===== config.mk =====
export PLATFORM = sky130hd
export DESIGN_NAME = wdr_watchdog
export DESIGN_NICKNAME = d
export VERILOG_FILES = /design/src/core/wdr_pkg.sv /design/src/core/wdr_axi_slave.sv /design/src/core/wdr_watchdog.sv
export VERILOG_INCLUDE_DIRS = /design/src /design/src/core
export SDC_FILE = /design/constraint.sdc
export NUM_CORES = 1
export LEC_CHECK = 0
export BUFFER_PORTS_ARGS = -buffer_cell sky130_fd_sc_hd__buf_2
export CORE_MARGIN = 1.5
export CORE_UTILIZATION = 54
export CTS_BUF_LIST = sky130_fd_sc_hd__clkbuf_2 sky130_fd_sc_hd__clkbuf_4 sky130_fd_sc_hd__clkbuf_8
export CTS_CLUSTER_DIAMETER = 100
export DETAILED_ROUTE_END_ITERATION = 6
export PLACE_DENSITY = 0.95
export SYNTH_ARGS = -nofsm -noshare
export SYNTH_HDL_FRONTEND = slang
export SYNTH_SLANG_ARGS = --single-unit

===== constraint.sdc =====
create_clock -name clk -period 5.3 [get_ports clk]
set_clock_uncertainty 0.05 [all_clocks]
set_input_delay 0.795 -clock clk [delete_from_list [all_inputs] [get_ports clk]]
set_output_delay 0.795 -clock clk [all_outputs]
set_load 0.05 [all_outputs]

===== src/core/wdr_map.svh =====
// register map, field positions, reset values and bus answers of the watchdog
// assumes a 32-bit register bus with one aligned word per register
`ifndef WDR_MAP_SVH
`define WDR_MAP_SVH

// register indices; byte address is four times the index
`define WDR_IDX_CSR      16'hffc0
`define WDR_IDX_CNT      16'hffc1
`define WDR_IDX_IRQ_STAT 16'hffc2
`define WDR_IDX_IRQ_CLR  16'hffc3
`define WDR_IDX_IRQ_EN   16'hffc4

// control/status field positions
`define WDR_CSR_FLAG     0
`define WDR_CSR_FLAG_WI  1
`define WDR_CSR_RUN      2
`define WDR_CSR_RUN_WI   3
`define WDR_CSR_WE       4

// interrupt status field positions and width
`define WDR_IRQ_OVF      0
`define WDR_IRQ_REFUSED  1
`define WDR_IRQ_BITS     2

// reset values and counter maximum
`define WDR_CNT_RST      8'h00
`define WDR_CNT_MAX      8'hff
`define WDR_IRQ_RST      2'h0

// bus answers
`define WDR_RESP_OKAY    2'h0
`define WDR_RESP_SLVERR  2'h2

`endif


===== src/core/wdr_pkg.sv =====
// types shared by the watchdog core and its register bus slave
// assumes wdr_map.svh is on the include path
`include "wdr_map.svh"

package wdr_pkg;

  typedef logic [7:0] wdr_byte_t;
  typedef logic [`WDR_IRQ_BITS-1:0] wdr_irq_t;

  typedef struct packed {
    wdr_byte_t counter;
    logic      run;
    logic      resetFlag;
    logic      writeEnable;
    logic      sysReset;
    wdr_irq_t  irqStatus;
    wdr_irq_t  irqEnable;
    logic      irq;
  } wdr_core_s;

  typedef struct packed {
    logic        awHeld;
    logic [31:0] awAddr;
    logic        wHeld;
    logic [31:0] wData;
    logic [3:0]  wStrb;
    logic        bvalid;
    logic [1:0]  bresp;
    logic        rvalid;
    logic [31:0] rdata;
    logic [1:0]  rresp;
  } wdr_axi_s;

endpackage


===== src/core/wdr_axi_slave.sv =====
// axi4-lite slave that turns bus transfers into register strobes
// assumes a reset already synchronised to clk and a core that decodes in the same cycle
`timescale 1ns/1ps
`default_nettype none
`include "wdr_map.svh"

module wdr_axi_slave (
  input  wire logic        clk,
  input  wire logic        rstSyncB,
  input  wire logic        ce,
  input  wire logic [31:0] awaddr,
  input  wire logic        awvalid,
  output logic             awready,
  input  wire logic [31:0] wdata,
  input  wire logic [3:0]  wstrb,
  input  wire logic        wvalid,
  output logic             wready,
  output logic [1:0]       bresp,
  output logic             bvalid,
  input  wire logic        bready,
  input  wire logic [31:0] araddr,
  input  wire logic        arvalid,
  output logic             arready,
  output logic [31:0]      rdata,
  output logic [1:0]       rresp,
  output logic             rvalid,
  input  wire logic        rready,
  output logic             wrReq,
  output logic [31:0]      wrAddr,
  output logic [31:0]      wrData,
  output logic [3:0]       wrStrb,
  input  wire logic        wrOk,
  output logic [31:0]      rdAddr,
  input  wire logic [31:0] rdData,
  input  wire logic        rdOk
);

  wdr_pkg::wdr_axi_s st_r;
  wdr_pkg::wdr_axi_s st_nxt;

  // readies drop with ce so nothing is taken while the block is frozen
  assign awready = ce && !st_r.awHeld;
  assign wready  = ce && !st_r.wHeld;
  assign arready = ce && !st_r.rvalid;
  // one write at a time: the strobe waits until the previous answer is gone
  assign wrReq   = st_r.awHeld && st_r.wHeld && !st_r.bvalid;
  assign wrAddr  = st_r.awAddr;
  assign wrData  = st_r.wData;
  assign wrStrb  = st_r.wStrb;
  assign rdAddr  = araddr;
  assign bvalid  = st_r.bvalid;
  assign bresp   = st_r.bresp;
  assign rvalid  = st_r.rvalid;
  assign rdata   = st_r.rdata;
  assign rresp   = st_r.rresp;

  always_comb begin
    st_nxt = st_r;
    if (awvalid && awready) begin
      st_nxt.awHeld = 1'b1;
      st_nxt.awAddr = awaddr;
    end
    if (wvalid && wready) begin
      st_nxt.wHeld = 1'b1;
      st_nxt.wData = wdata;
      st_nxt.wStrb = wstrb;
    end
    if (st_r.bvalid && bready) begin
      st_nxt.bvalid = 1'b0;
    end
    if (wrReq) begin
      st_nxt.awHeld = 1'b0;
      st_nxt.wHeld  = 1'b0;
      st_nxt.bvalid = 1'b1;
      st_nxt.bresp  = wrOk ? `WDR_RESP_OKAY : `WDR_RESP_SLVERR;
    end
    if (st_r.rvalid && rready) begin
      st_nxt.rvalid = 1'b0;
    end
    if (arvalid && arready) begin
      st_nxt.rvalid = 1'b1;
      st_nxt.rdata  = rdData;
      st_nxt.rresp  = rdOk ? `WDR_RESP_OKAY : `WDR_RESP_SLVERR;
    end
  end

  always_ff @(posedge clk or negedge rstSyncB) begin
    if (!rstSyncB) begin
      st_r <= '0;
    end else if (ce) begin
      st_r <= st_nxt;
    end
  end

endmodule

`default_nettype wire


===== src/core/wdr_watchdog.sv =====
// watchdog timer with guarded control/status register and overflow reset
// assumes clk at 40 MHz, rst_b straight from the external reset pin,
// and software on an axi4-lite bus
//
// How it works
// (RULE_01) counter counts while run is set
// (RULE_02) run sets only on enabled, uninhibited write
// (RULE_03) run clears on pin reset or guarded write
// (RULE_04) flag inhibit bit always reads as one
// (RULE_05) flag written only with inhibit bit zero
// (RULE_06) overflow sets flag; internal reset spares it
// (RULE_07) flag clears on pin reset or guarded write
// (RULE_08) counter is eight bits, readable and writable
// (RULE_09) wrap from ff to 00 fires internal reset
// (RULE_10) counter loads zero on reset
// (RULE_11) csr at ffc0, counter at next index
// (RULE_12) write-enable bit gates both guarded writes
//
// Design decision made here: the AXI4-Lite slave port.
`timescale 1ns/1ps
`default_nettype none
`include "wdr_map.svh"

module wdr_watchdog (
  input  wire logic        clk,
  input  wire logic        rst_b,
  input  wire logic        ce,
  input  wire logic [31:0] awaddr,
  input  wire logic        awvalid,
  output logic             awready,
  input  wire logic [31:0] wdata,
  input  wire logic [3:0]  wstrb,
  input  wire logic        wvalid,
  output logic             wready,
  output logic [1:0]       bresp,
  output logic             bvalid,
  input  wire logic        bready,
  input  wire logic [31:0] araddr,
  input  wire logic        arvalid,
  output logic             arready,
  output logic [31:0]      rdata,
  output logic [1:0]       rresp,
  output logic             rvalid,
  input  wire logic        rready,
  output logic             sysReset,
  output logic             watchdogResetFlag,
  output logic             irq
);

  logic [1:0]  rstSync_r;
  logic        rstSyncB;

  wdr_pkg::wdr_core_s st_r;
  wdr_pkg::wdr_core_s st_nxt;

  logic        wrReq;
  logic [31:0] wrAddr;
  logic [31:0] wrData;
  logic [3:0]  wrStrb;
  logic        wrOk;
  logic [31:0] rdAddr;
  logic [31:0] rdData;
  logic        rdOk;

  logic        wrLane0;
  logic        wrCsr;
  logic        wrCnt;
  logic        wrClr;
  logic        wrEn;
  logic        runGate;
  logic        flagGate;
  logic        refused;
  logic        overflow;
  wdr_pkg::wdr_byte_t wrByte;
  wdr_pkg::wdr_irq_t  irqEvents;

  // the pin reset asserts at once and releases two edges later
  always_ff @(posedge clk or negedge rst_b) begin
    if (!rst_b) begin
      rstSync_r <= 2'h0;
    end else begin
      rstSync_r <= {rstSync_r[0], 1'b1};
    end
  end

  assign rstSyncB = rstSync_r[1];

  wdr_axi_slave u_slave (
    .clk      (clk),
    .rstSyncB (rstSyncB),
    .ce       (ce),
    .awaddr   (awaddr),
    .awvalid  (awvalid),
    .awready  (awready),
    .wdata    (wdata),
    .wstrb    (wstrb),
    .wvalid   (wvalid),
    .wready   (wready),
    .bresp    (bresp),
    .bvalid   (bvalid),
    .bready   (bready),
    .araddr   (araddr),
    .arvalid  (arvalid),
    .arready  (arready),
    .rdata    (rdata),
    .rresp    (rresp),
    .rvalid   (rvalid),
    .rready   (rready),
    .wrReq    (wrReq),
    .wrAddr   (wrAddr),
    .wrData   (wrData),
    .wrStrb   (wrStrb),
    .wrOk     (wrOk),
    .rdAddr   (rdAddr),
    .rdData   (rdData),
    .rdOk     (rdOk)
  );

  // word index of a byte address; upper bits must be zero to hit a register
  function automatic logic [15:0] regIndex(input logic [31:0] addr);
    logic [15:0] idx;
    idx = 16'h0000;
    if (addr[31:18] == 14'h0000 && addr[1:0] == 2'h0) begin
      idx = addr[17:2];
    end
    return idx;
  endfunction

  function automatic logic isIndex(input logic [31:0] addr,
                                   input logic [15:0] idx);
    return (addr[31:18] == 14'h0000) && (addr[1:0] == 2'h0) &&
           (regIndex(addr) == idx);
  endfunction

  // csr layout, one byte in bits 7:0 of its word:
  //   bit 0 reset flag, bit 1 its write inhibit (reads one)
  //   bit 2 run, bit 3 its write inhibit (reads one)
  //   bit 4 write enable for both guarded bits, bits 7:5 read zero
  // interrupt words share one layout: bit 0 a wrap, bit 1 a refused
  // guarded write; status is read-only, clear takes ones, enable is plain
  // both inhibit bits read back as one whatever was written
  function automatic wdr_pkg::wdr_byte_t csrView(input wdr_pkg::wdr_core_s s);
    wdr_pkg::wdr_byte_t v;
    v = 8'h00;
    v[`WDR_CSR_FLAG]    = s.resetFlag;
    v[`WDR_CSR_FLAG_WI] = 1'b1; // RULE_04
    v[`WDR_CSR_RUN]     = s.run;
    v[`WDR_CSR_RUN_WI]  = 1'b1;
    v[`WDR_CSR_WE]      = s.writeEnable;
    return v;
  endfunction

  // the words that answer; the status word refuses writes
  function automatic logic isMapped(input logic [31:0] addr,
                                    input logic        forWrite);
    logic hit;
    hit = 1'b0;
    if (addr[31:18] == 14'h0000 && addr[1:0] == 2'h0) begin
      case (regIndex(addr))
        `WDR_IDX_CSR: begin
          hit = 1'b1;
        end
        `WDR_IDX_CNT: begin
          hit = 1'b1;
        end
        `WDR_IDX_IRQ_STAT: begin
          hit = !forWrite;
        end
        `WDR_IDX_IRQ_CLR: begin
          hit = 1'b1;
        end
        `WDR_IDX_IRQ_EN: begin
          hit = 1'b1;
        end
        default: begin
          hit = 1'b0;
        end
      endcase
    end
    return hit;
  endfunction

  // a software load beats the count; the sum wraps through zero
  function automatic wdr_pkg::wdr_byte_t nextCount(input wdr_pkg::wdr_byte_t cur,
                                                   input logic               load,
                                                   input wdr_pkg::wdr_byte_t loadVal,
                                                   input logic               run);
    wdr_pkg::wdr_byte_t n;
    n = cur;
    if (load) begin
      n = loadVal; // RULE_08
    end else if (run) begin
      n = cur + 8'h01; // RULE_01
    end
    return n;
  endfunction

  // only a guarded write moves run; the pin reset clears it elsewhere
  function automatic logic nextRun(input logic cur,
                                   input logic gate,
                                   input logic wrBit);
    logic r;
    r = cur;
    if (gate) begin
      r = wrBit;
    end
    return r;
  endfunction

  // software may only clear the flag; a wrap in the same cycle still sets it
  function automatic logic nextFlag(input logic cur,
                                    input logic gate,
                                    input logic wrBit,
                                    input logic wrap);
    logic f;
    f = cur;
    if (gate && !wrBit) begin
      f = 1'b0;
    end
    if (wrap) begin
      f = 1'b1;
    end
    return f;
  endfunction

  // clear first, then set, so an event in the clearing cycle is kept
  function automatic wdr_pkg::wdr_irq_t nextIrqStatus(input wdr_pkg::wdr_irq_t cur,
                                                      input logic              clr,
                                                      input wdr_pkg::wdr_irq_t clrBits,
                                                      input wdr_pkg::wdr_irq_t events);
    wdr_pkg::wdr_irq_t s;
    s = cur;
    if (clr) begin
      s = cur & ~clrBits;
    end
    return s | events;
  endfunction

  // write decode; only byte lane 0 carries the 8-bit registers
  always_comb begin
    wrLane0 = wrReq && wrStrb[0];
    wrByte  = wrData[7:0];
    wrCsr   = wrLane0 && isIndex(wrAddr, `WDR_IDX_CSR); // RULE_11
    wrCnt   = wrLane0 && isIndex(wrAddr, `WDR_IDX_CNT); // RULE_11
    wrClr   = wrLane0 && isIndex(wrAddr, `WDR_IDX_IRQ_CLR);
    wrEn    = wrLane0 && isIndex(wrAddr, `WDR_IDX_IRQ_EN);
    wrOk    = isMapped(wrAddr, 1'b1);
  end

  // guarded writes take the enable bit as it stood before this write
  always_comb begin
    runGate  = wrCsr && !wrByte[`WDR_CSR_RUN_WI] && st_r.writeEnable;  // RULE_02 RULE_12
    flagGate = wrCsr && !wrByte[`WDR_CSR_FLAG_WI] && st_r.writeEnable; // RULE_05 RULE_12
    refused  = wrCsr && !st_r.writeEnable &&
               (!wrByte[`WDR_CSR_RUN_WI] || !wrByte[`WDR_CSR_FLAG_WI]);
    // a counter write in the same cycle wins over the count and its wrap
    overflow = st_r.run && !wrCnt && (st_r.counter == `WDR_CNT_MAX); // RULE_09
  end

  always_comb begin
    irqEvents = `WDR_IRQ_RST;
    irqEvents[`WDR_IRQ_OVF]     = overflow;
    irqEvents[`WDR_IRQ_REFUSED] = refused;
  end

  always_comb begin
    st_nxt = st_r;

    st_nxt.counter = nextCount(st_r.counter, wrCnt, wrByte, st_r.run); // RULE_01 RULE_08

    // run bit; pin reset clears it through the register reset
    st_nxt.run = nextRun(st_r.run, runGate, wrByte[`WDR_CSR_RUN]); // RULE_02 RULE_03

    // enable bit is an ordinary bit of the same register
    if (wrCsr) begin
      st_nxt.writeEnable = wrByte[`WDR_CSR_WE]; // RULE_12
    end

    st_nxt.resetFlag = nextFlag(st_r.resetFlag, flagGate,
                                wrByte[`WDR_CSR_FLAG], overflow); // RULE_05 RULE_06 RULE_07

    // internal reset is a one-cycle pulse on the wrap
    st_nxt.sysReset = overflow; // RULE_09

    st_nxt.irqStatus = nextIrqStatus(st_r.irqStatus, wrClr,
                                     wrByte[`WDR_IRQ_BITS-1:0], irqEvents);

    if (wrEn) begin
      st_nxt.irqEnable = wrByte[`WDR_IRQ_BITS-1:0];
    end

    st_nxt.irq = |(st_nxt.irqStatus & st_nxt.irqEnable);
  end

  // read mux, sampled by the slave on the address handshake
  always_comb begin
    rdData = 32'h0000_0000;
    rdOk   = isMapped(rdAddr, 1'b0);
    case (regIndex(rdAddr))
      `WDR_IDX_CSR: begin
        rdData[7:0] = csrView(st_r);
      end
      `WDR_IDX_CNT: begin
        rdData[7:0] = st_r.counter; // RULE_08
      end
      `WDR_IDX_IRQ_STAT: begin
        rdData[`WDR_IRQ_BITS-1:0] = st_r.irqStatus;
      end
      `WDR_IDX_IRQ_CLR: begin
        rdData = 32'h0000_0000;
      end
      `WDR_IDX_IRQ_EN: begin
        rdData[`WDR_IRQ_BITS-1:0] = st_r.irqEnable;
      end
      default: begin
        rdOk = 1'b0;
      end
    endcase
    // misaligned or out-of-range addresses fold to index 0, which is unmapped
    if (rdAddr[31:18] != 14'h0000 || rdAddr[1:0] != 2'h0) begin
      rdOk   = 1'b0;
      rdData = 32'h0000_0000;
    end
  end

  // the internal reset leaves this state alone; only the pin reset clears it
  always_ff @(posedge clk or negedge rstSyncB) begin
    if (!rstSyncB) begin
      st_r             <= '0;
      st_r.counter     <= `WDR_CNT_RST; // RULE_10
      st_r.run         <= 1'b0;         // RULE_03
      st_r.resetFlag   <= 1'b0;         // RULE_07
      st_r.irqStatus   <= `WDR_IRQ_RST;
      st_r.irqEnable   <= `WDR_IRQ_RST;
    end else if (ce) begin
      st_r <= st_nxt;
    end
  end

  assign sysReset          = st_r.sysReset;
  assign watchdogResetFlag = st_r.resetFlag;
  assign irq               = st_r.irq;

endmodule

`default_nettype wire


After elaboration in Yosys (flattened, before gate mapping)
Cells that the tools add are included.
Operators by class
  add/subtract/negate cells: 1
  eq/ne operators: 19
  multiplexer cells: 29
  bitwise logic cells: 4
  reductions and logical operators: 69
Operator list (count)
  $eq A16 B16 Y1 const B: 18
  $mux W16: 4
  $mux W37: 1
  $mux W35: 1
  $mux W33: 1
  $logic_and A1 B1 Y1: 30
  $logic_not A14 Y1: 2
  $mux W8: 3
  $reduce_and A2 Y1: 12
  $reduce_bool A14 Y1: 1
  $reduce_bool A2 Y1: 7
  $mux W1: 12
  $pmux W6 S2: 1
  $reduce_or A5 Y1: 2
  $logic_not A1 Y1: 9
  $add A8 B1 Y8 const B: 1
  $eq A8 B8 Y1 const B: 1
  $mux W2: 4
  $pmux W2 S4: 1
  $and A2 B2 Y2: 2
  $logic_not A2 Y1: 2
  $reduce_or A4 Y1: 1
  $mux W3: 1
  $logic_or A1 B1 Y1: 2
  other kinds (3): 3
Storage, ports and cells
  register bits after elaboration: 127
  output and inout bits: 44
  word-level logic and storage cells: 141

Longest topological paths before layout
Gate-level depths: netlist (run 1).
  word-level depth: 12
  depth in mapped cells: 7

By module
Synthesis (run 1) repeated with hierarchy kept, for this count alone.
Unflattened totals
  cells, all modules: 541
  area, all modules: 6482.5 µm²
Modules (own cells, without submodules)
  wdr_axi_slave: instances 1, cells each 375, area each 5097.4 µm²
  wdr_watchdog: instances 1, cells each 166, area each 1385.1 µm²

Least setup slack after synthesis (run 1)
OpenSTA, ideal clock, no wires.
  kind: input to output
  start point: input port ce
  end point: output port arready
  arrival: 1891 ps
  slack: 2564 ps
  stages: 3
  buffers on the path: 1
  cells stage by stage: clkbuf_1 inv_1 nor2_1
On the way
  longest elaborated chain between the ends: 1
Ends and longest elaborated chain
  from (decl): line wdr_watchdog.sv:27  | input wire logic ce,
  $logic_and A1 B1 Y1: line wdr_axi_slave.sv:44  | assign arready = ce && !st_r.rvalid;
  to (decl): line wdr_watchdog.sv:40  | output logic arready,
Every way passes these cells.

Worst setup path after layout (run 1)
  start point: register u_slave.st_r, in the netlist u_slave.wrAddr[1]
  end point: register st_r[13] (netlist bit)
On the way
  longest elaborated chain between the ends: 8
  elaborated cells on any way between the ends: 9
Ends and longest elaborated chain
  from (decl): line wdr_axi_slave.sv:38  | wdr_pkg::wdr_axi_s st_r;
  from (signal assigned): line wdr_axi_slave.sv:91  | st_r <= st_nxt;
  $logic_not A2 Y1 (*): line wdr_watchdog.sv:123, wdr_watchdog.sv:131
  $logic_and A1 B1 Y1 (*): line wdr_watchdog.sv:123, wdr_watchdog.sv:131
  $mux W16: line wdr_watchdog.sv:123  | if (addr[31:18] == 14'h0000 && addr[1:0] == 2'h0) begin
  $eq A16 B16 Y1: line wdr_watchdog.sv:132  | (regIndex(addr) == idx);
  $logic_and A1 B1 Y1 (*): line wdr_watchdog.sv:131  | return (addr[31:18] == 14'h0000) && (addr[1:0] == 2'h0) &&
  $logic_and A1 B1 Y1 (*): line wdr_watchdog.sv:244  | wrCnt = wrLane0 && isIndex(wrAddr, `WDR_IDX_CNT);
  $reduce_bool A2 Y1 (no line)
  $reduce_and A2 Y1 (no line)
  to (signal assigned): line wdr_watchdog.sv:336  | st_r <= st_nxt;
  to (decl): line wdr_watchdog.sv:53  | wdr_pkg::wdr_core_s st_r;
Every way passes the cells marked *; elsewhere a longest branch is shown, timed or not.
A chain may end at the register's enable or synchronous reset.

==> results of run 1 <==
## routing by layer
layer	GRT usage (%)	up-vias	share of wire (%)
met5	0	-	0
met4	6.89	0	1.3
met3	6.71	10	6.1
met2	36.5	107	50
met1	26.0	1340	42
li1	-	1356	-
## state kept, by name, indices dropped and copies added (netlist names)
| register | flops |
|---|---|
| st_r | 14 |
| u_slave.rvalid | 1 |
| u_slave.wrStrb | 1 |
| irq | 1 |
| rstSync_r | 2 |
| u_slave.rresp | 1 |
| u_slave.rdata | 8 |
| watchdogResetFlag | 1 |
| u_slave.wrAddr | 32 |
| u_slave.st_r | 2 |
| sysReset | 1 |
| u_slave.wrData | 8 |
| u_slave.bresp | 1 |
| u_slave.bvalid | 1 |
## layout make-up
| type | count | share of cell area, % |
|---|---|---|
| inverter | 7 | 0.620 |
| sequential | 74 | 43.8 |
| multi-input combinational | 240 | 36.9 |
| tap | 77 | 2.27 |
| clock inverter | 3 | 0.945 |
| timing repair buffer | 100 | 11.9 |
| clock buffer | 12 | 3.60 |
## cells in the mapped netlist (3+ instances only)
library cell | n | area [um2]
buf_4 | 36 | 270
a31oi_1 | 3 | 18.8
or4_1 | 3 | 22.5
nand2b_1 | 4 | 25.0
mux2_2 | 43 | 484
clkbuf_1 | 12 | 45.0
o41ai_1 | 5 | 43.8
a21oi_1 | 22 | 110
o22a_1 | 4 | 35.0
nand3_1 | 8 | 40.0
nand3b_1 | 4 | 30.0
nor2_1 | 17 | 63.8
inv_1 | 7 | 26.3
nand4_1 | 9 | 56.3
nand2_1 | 32 | 120
nor3_1 | 4 | 20.0
nor4_1 | 10 | 62.6
dfrtp_1 | 74 | 1850
mux2i_1 | 3 | 30.0
o21ai_0 | 18 | 90.1
## worst max-delay path, stage by stage, from the launching register on
cell and delay [ns]:
dfrtp_1 0.38, or4b_1 0.55, nor4_1 0.56, nand3_1 0.68, o22a_1 0.44, o22a_1 0.19
## stage by stage
stage / total power, mW / worst slack (ns)
6_report: 1.87 / 2.34
5_1_grt: 1.99 / 2.17
4_1_cts: 1.88 / 2.39
3_5_place_dp: 1.45 / 2.20
3_3_place_gp: 1.41 / 2.27
2_1_floorplan: 1.32 / 2.56
## kinds of logic (layout without fill, tap and decap cells)
family / Yosys count / count (layout)
buffers and inverters: 55 / 122
other: 2 / 27
AO/OA/AOI/OAI: 59 / 59
AND/OR/NAND/NOR: 105 / 105
multiplexers: 47 / 47
flip-flops: 74 / 74
adder cells (fa/ha/maj): 2 / 2
## how the worst max path moves through the flow
stage                                 start                to  slack (ns)  cells after the start
final                     u_slave.wrAddr[1]          st_r[13]        2.34                      5
after global routing      u_slave.wrAddr[1]          st_r[11]        2.17                      6
after CTS                 u_slave.wrAddr[1]          st_r[13]        2.39                      5
after detailed placement         araddr[31]  u_slave.rdata[0]        2.20                      7
after global placement           araddr[27]  u_slave.rdata[0]        2.27                      7
after floorplan                          ce           arready        2.56                      3
## power by group through the flow
stage | clock (mW) | combinational [mW] | sequential [mW]
after floorplan | 0 | 0.409 | 0.908
after global placement | 0 | 0.485 | 0.922
after detailed placement | 0 | 0.514 | 0.938
after CTS | 0.439 | 0.516 | 0.928
after global routing | 0.465 | 0.562 | 0.958
final | 0.427 | 0.511 | 0.931
==> metrics.md, run 1 <==
| Metric | Value |
|---|---|
| Status | finished with violations |
| Violated checks | DRC |
| Post-synth top flop | dfrtp_1 |
| Clock Path Buffers | 2 |
| Critical Path Fanout Max | 22 |
| CTS tree | yes |
| Compound-cell area share of the yosys netlist | 9.57% |
| R2r setup slk | 2.34 ns |
| Internal | 1.25 mW |
| Final #Nets | 541 |
| Adder-Cell Fraction of Synth Area | 0.615% |
| Syn Inst Count | 344 |
| Num CTS Buffers | 9 |
| Finish-stage setup viols | 0 |
| Worst EP required | 5.48 ns |
| Total negative slack | 0 ns |
| Leakage power | 1.99 nW |
| Net switching power figure | 620 uW |
| Pwr dens | 441 mW/mm2 |
| Max_slew headroom | 41.3% |
| Arr. time, crit path | 3.14 ns |
| Cell Rows | 29 |
| CP Launch Type | register |
| Mean Syn Cell Area | 10.6 um2 |
| Worst skew pair latency | 0.34 ns |
| Core box area | 0.00646 mm2 |
| Mux contribution to synthesized area | 14.5% |
| CTS Hold Bufs | 0 |
| Multi-input gate area | 0.00156 mm2 |
| Reg-to-Reg End | st_r[13] |
| Hold Crit Class | input pin to async pin |
| Reg2reg start | u_slave.wrAddr[1] |
| Post_cts resized | 0 |
| Tcrit/Tclk final | 55.8% |
| Number of synthesized flops with an enable pin | 0 |
| Distinct cells, synth | 39 |
| Async SR Flop Fraction | 100% |
| Vias per cell | 5.48 |
| Routed len/inst | 14.3 um |
| Initial drt markers | 139 |
| Area Growth Syn to Fin | 15.7% |
| Flops & latches, synth | 74 |
| Final core utilization | 65.6% |
| Post-Synth XOR/XNOR Area | 0% |
| Register Area | 0.00185 mm2 |
| Total global-route track usage | 21.4% |
| Vias in the first global route | 2,778 |
| Reg2Reg Depth | 5 |
| Layout cell share with drive strength beyond 1 | 37.4% |
| Crit path kind | register to register |
| Die footprint | 0.00728 mm2 |
| Post-Synthesis Cell Area | 0.00366 mm2 |
| Largest net degree at the start of global routing | 73 |
| Clk pwr share | 22.9% |
| Congestion Overflow GR | 0 |
| Max-cap viol count | 0 |
| RSZ-0062 raised after global routing | false |
| Synthesis Warnings | 0 |
| RD Place Congestion | 0.864 |
| Fin. max-slew vios | 0 |
| WL final | 7350 um |
| Final instance area | 0.00424 mm2 |
| Tmin final | 2.96 ns |
| Vias | 2,813 |
| Combinational share of power | 27.3% |
| First-pass GRT wire length | 12,300 um |
| Clock root buffer | clkbuf_8 |
| Port bufs | 98 |
| Routed Antenna Nets | 0 |
| Initial antenna violation count | 0 |
| DP Cell Count | 498 |
| Commonest cells after routing, fill and taps aside | 98 x buf_2, 73 x dfrtp_1, 43 x mux2_2, 32 x nand2_1, 27 x conb_1 |
| DRC viols | 12 |
| HPWL Detailed | 5510 um |
| DR pass1 iterations | 6 |
| Worst-path clk slew | 0.07 ns |
| Final Instance Count excl. Fillers | 513 |
| # IOs | 152 |
| Initial Util | 56.7% |
| # fillers | 505 |
| Slew @ Worst Pin | 0.880 ns |
| Setup crit end kind | register |
| Die W | 85.3 um |
| Post-synthesis sequential area ratio | 50.6% |
| Diode count | 0 |
| Largest family of logic cells by synthesized area | simple AND/OR/NAND/NOR gates |
| Placed Area | 0.00404 mm2 |
| DIE HEIGHT | 85.3 um |
| H-tree levels | 3 |
| Seq pwr share | 49.8% |
| Clk sinks | 74 |
| Simple-Gate Fraction of Synth Area | 15.2% |
| Max IR drop VDD | 286 uV |
| Final hold vios | 0 |
| Fmax | 0.338 GHz |
| Sw Share | 33.2% |
| Commonest non-fill, non-tap cell in the layout | buf_2 |
| Worst hold slack | 0.186 ns |
| Post-CTS Setup Repair Bufs | 0 |
No activity file was read; power rests on OpenSTA's default activity.
==> inputs of run 2 (changes only) <==
Settings changed: CORE_UTILIZATION 54 to 45, PLACE_DENSITY 0.95 to 0.87.
Clock period 5.3 ns to 2.45 ns, I/O delays scaled along.
==> run 2 against run 1 <==
  * The flow finishes with violations (setup timing)
  * Sequential share of layout area down 2.1 points
  * First-iteration DRC count down 7.9%
  * Core utilization down 8.7 points
  * Final cell count up 7.6%
  * Worst hold slack better by 0.0056 ns
  * Sequential power up 120%
  * Non-clock buffer count up 13
  * Die area up 19%
  * Register-to-register slack worse by 2.4 ns
  * Combinational power up 120%
  * Critical path type unchanged
  * Highest routed layer unchanged
==> metrics.md, run 2 (synthesized netlist as in run 1, its figures left out) <==
| Metric | Value |
|---|---|
| Pre-CTS setup slack | -0.0719 ns |
| Area Growth Syn to Fin | 21.4% |
| WL final | 7650 um |
| Hold-critical path depth | 2 |
| Vias per cell | 5.19 |
| Max_slew headroom | 61.0% |
| Fin. max-slew vios | 0 |
| Initial antenna violation count | 0 |
| DP Cell Count | 535 |
| Worst skew pair latency | 0.35 ns |
| Total global-route track usage | 18.6% |
| Core box area | 0.00781 mm2 |
| R2r setup slk | -0.04 ns |
| CP Launch Type | register |
| DR pass1 iterations | 4 |
| Worst Path Buf+Inv | 0 |
| Die footprint | 0.00869 mm2 |
| Hold Path Sink | u_slave.wrAddr[21] |
| Commonest non-fill, non-tap cell in the layout | buf_2 |
| Finish-stage setup viols | 1 |
| Arr. time, crit path | 2.68 ns |
| Vias in the first global route | 2,818 |
| Hold Crit Class | input pin to register |
| Crit path kind | register to register |
| First-pass GRT wire length | 12,500 um |
| Worst path cell trace | or4b_4 > or4_4 > or4_4 > or2_4 > mux2_4 |
| Worst hold slack | 0.191 ns |
| Clock Path Buffers | 2 |
| Status | finished with violations |
| Total negative slack | -0.0427 ns |
| Initial drt markers | 128 |
| CP peak stage delay | 0.54 ns |
| Pwr dens | 942 mW/mm2 |
| Worst hold start | awaddr[21] |
| DRC viols | 0 |
| Max IR drop VDD | 627 uV |
| Design Power | 4.19 mW |
| Worst path slowest cell | or4b_4 |
| RSZ-0062 raised after global routing | true |
| Final Instance Count excl. Fillers | 552 |
| Cell Rows | 32 |
| Reg2reg start | u_slave.wrAddr[5] |
| CTS tree | yes |
| # fillers | 683 |
| Critical Path Fanout Max | 2 |
| Final #Nets | 554 |
| HPWL Detailed | 5910 um |
| Port bufs | 98 |
| Num CTS Buffers | 9 |
| Die W | 93.2 um |
| Congestion Overflow GR | 0 |
| Worst-path clk slew | 0.08 ns |
| Clock root buffer | clkbuf_8 |
| Vias | 2,864 |
| Fmax | 0.401 GHz |
| Reg2Reg Depth | 5 |
| CP Depth | 5 |
| Post-CTS Setup Repair Bufs | 0 |
| Reg-to-Reg End | st_r[6] |
| Max reg flops | 32 |
| Initial Util | 46.9% |
| Worst Slack Setup Final | -0.0427 ns |
| Clk sinks | 74 |
| H-tree levels | 3 |
| Largest net degree at the start of global routing | 36 |
| Diode count | 0 |
| # IOs | 152 |
| RD Place Congestion | 0.836 |
| Crit path max-delay family | simple AND/OR/NAND/NOR gates |
| Worst EP required | 2.64 ns |
| Tmin final | 2.49 ns |
| DIE HEIGHT | 93.2 um |
| Leakage power | 2.08 nW |
| Top cell by count, worst path | or4_4 |
| Routed Antenna Nets | 0 |
| Slew @ Worst Pin | 0.585 ns |
| Tcrit/Tclk final | 102% |
| Setup crit end kind | register |
| Commonest cells after routing, fill and taps aside | 98 x buf_2, 73 x dfrtp_1, 43 x mux2_2, 32 x nand2_1, 27 x conb_1 |
| Layout cell share with drive strength beyond 1 | 40.7% |
| Max-cap viol count | 0 |
| Routed len/inst | 13.9 um |
| Final hold vios | 0 |
| Violated checks | setup timing |
==> run 2: cell count changes in the layout (fill, tap and decap cells not counted), moves of 2 or more <==
cell        change
buf_4          +11
clkbuf_8        +3
clkbuf_4        -2
clkinv_2        -2
clkinvlp_4      +2
or4_1           -2
or4_4           +2
==> run 2: per-stage QoR <==
stage          util [%]  instance area, um2
2_1_floorplan         -                3750
3_3_place_gp       53.5                4180
3_5_place_dp       53.5                4180
4_1_cts            56.6                4420
5_1_grt            56.9                4440
6_report           56.9                4440
==> run 2: timing repair <==
item	4_1_cts	5_1_grt
gates cloned	0	0
gates resized for setup	3	4
pin swaps	2	0
endpoints found under the setup margin	2	7
endpoints found under the hold margin	2	0
hold buffers	1	0
==> run 2: cell type report <==
class                      count  area [um2]  share of cell area (%)
clock buffer                  13         179                    4.03
clock inverter                 3        45.0                    1.01
inverter                       7        26.3                   0.591
multi-input combinational    240        1600                    35.9
sequential                    74        1850                    41.7
tap                          102         128                    2.87
timing repair buffer         113         618                    13.9
==> run 2: worst max-delay path by stage <==
stage                                 start      end  slack [ns]
after floorplan           u_slave.wrAddr[1]  st_r[6]        0.04
after global placement    u_slave.wrAddr[1]  st_r[6]       -0.03
after detailed placement  u_slave.wrAddr[1]  st_r[6]       -0.07
after CTS                 u_slave.wrAddr[5]  st_r[6]       -0.03
after global routing      u_slave.wrAddr[5]  st_r[6]       -0.09
final                     u_slave.wrAddr[5]  st_r[6]       -0.04
==> run 2: power by group <==
part           internal (mW)  switching, mW  total (mW)
clock                  0.581          0.432        1.01
combinational          0.556          0.584        1.14
sequential              1.66          0.370        2.03
total                   2.80           1.39        4.19
==> run 2: worst reg2reg max path: cells and delay by family (launching register included) <==
family,cells,cell delay [ns]
flops,1,0.38
mux,1,0.29
simple gates,4,1.66
==> run 2: metal layers <==
layer	vias up	part of all wire (%)	global-route usage (%)
met4	0	1.5	6.31
met1	1345	39	21.0
met2	119	49	31.0
met5	-	0	0
met3	16	10	8.70
li1	1384	-	-
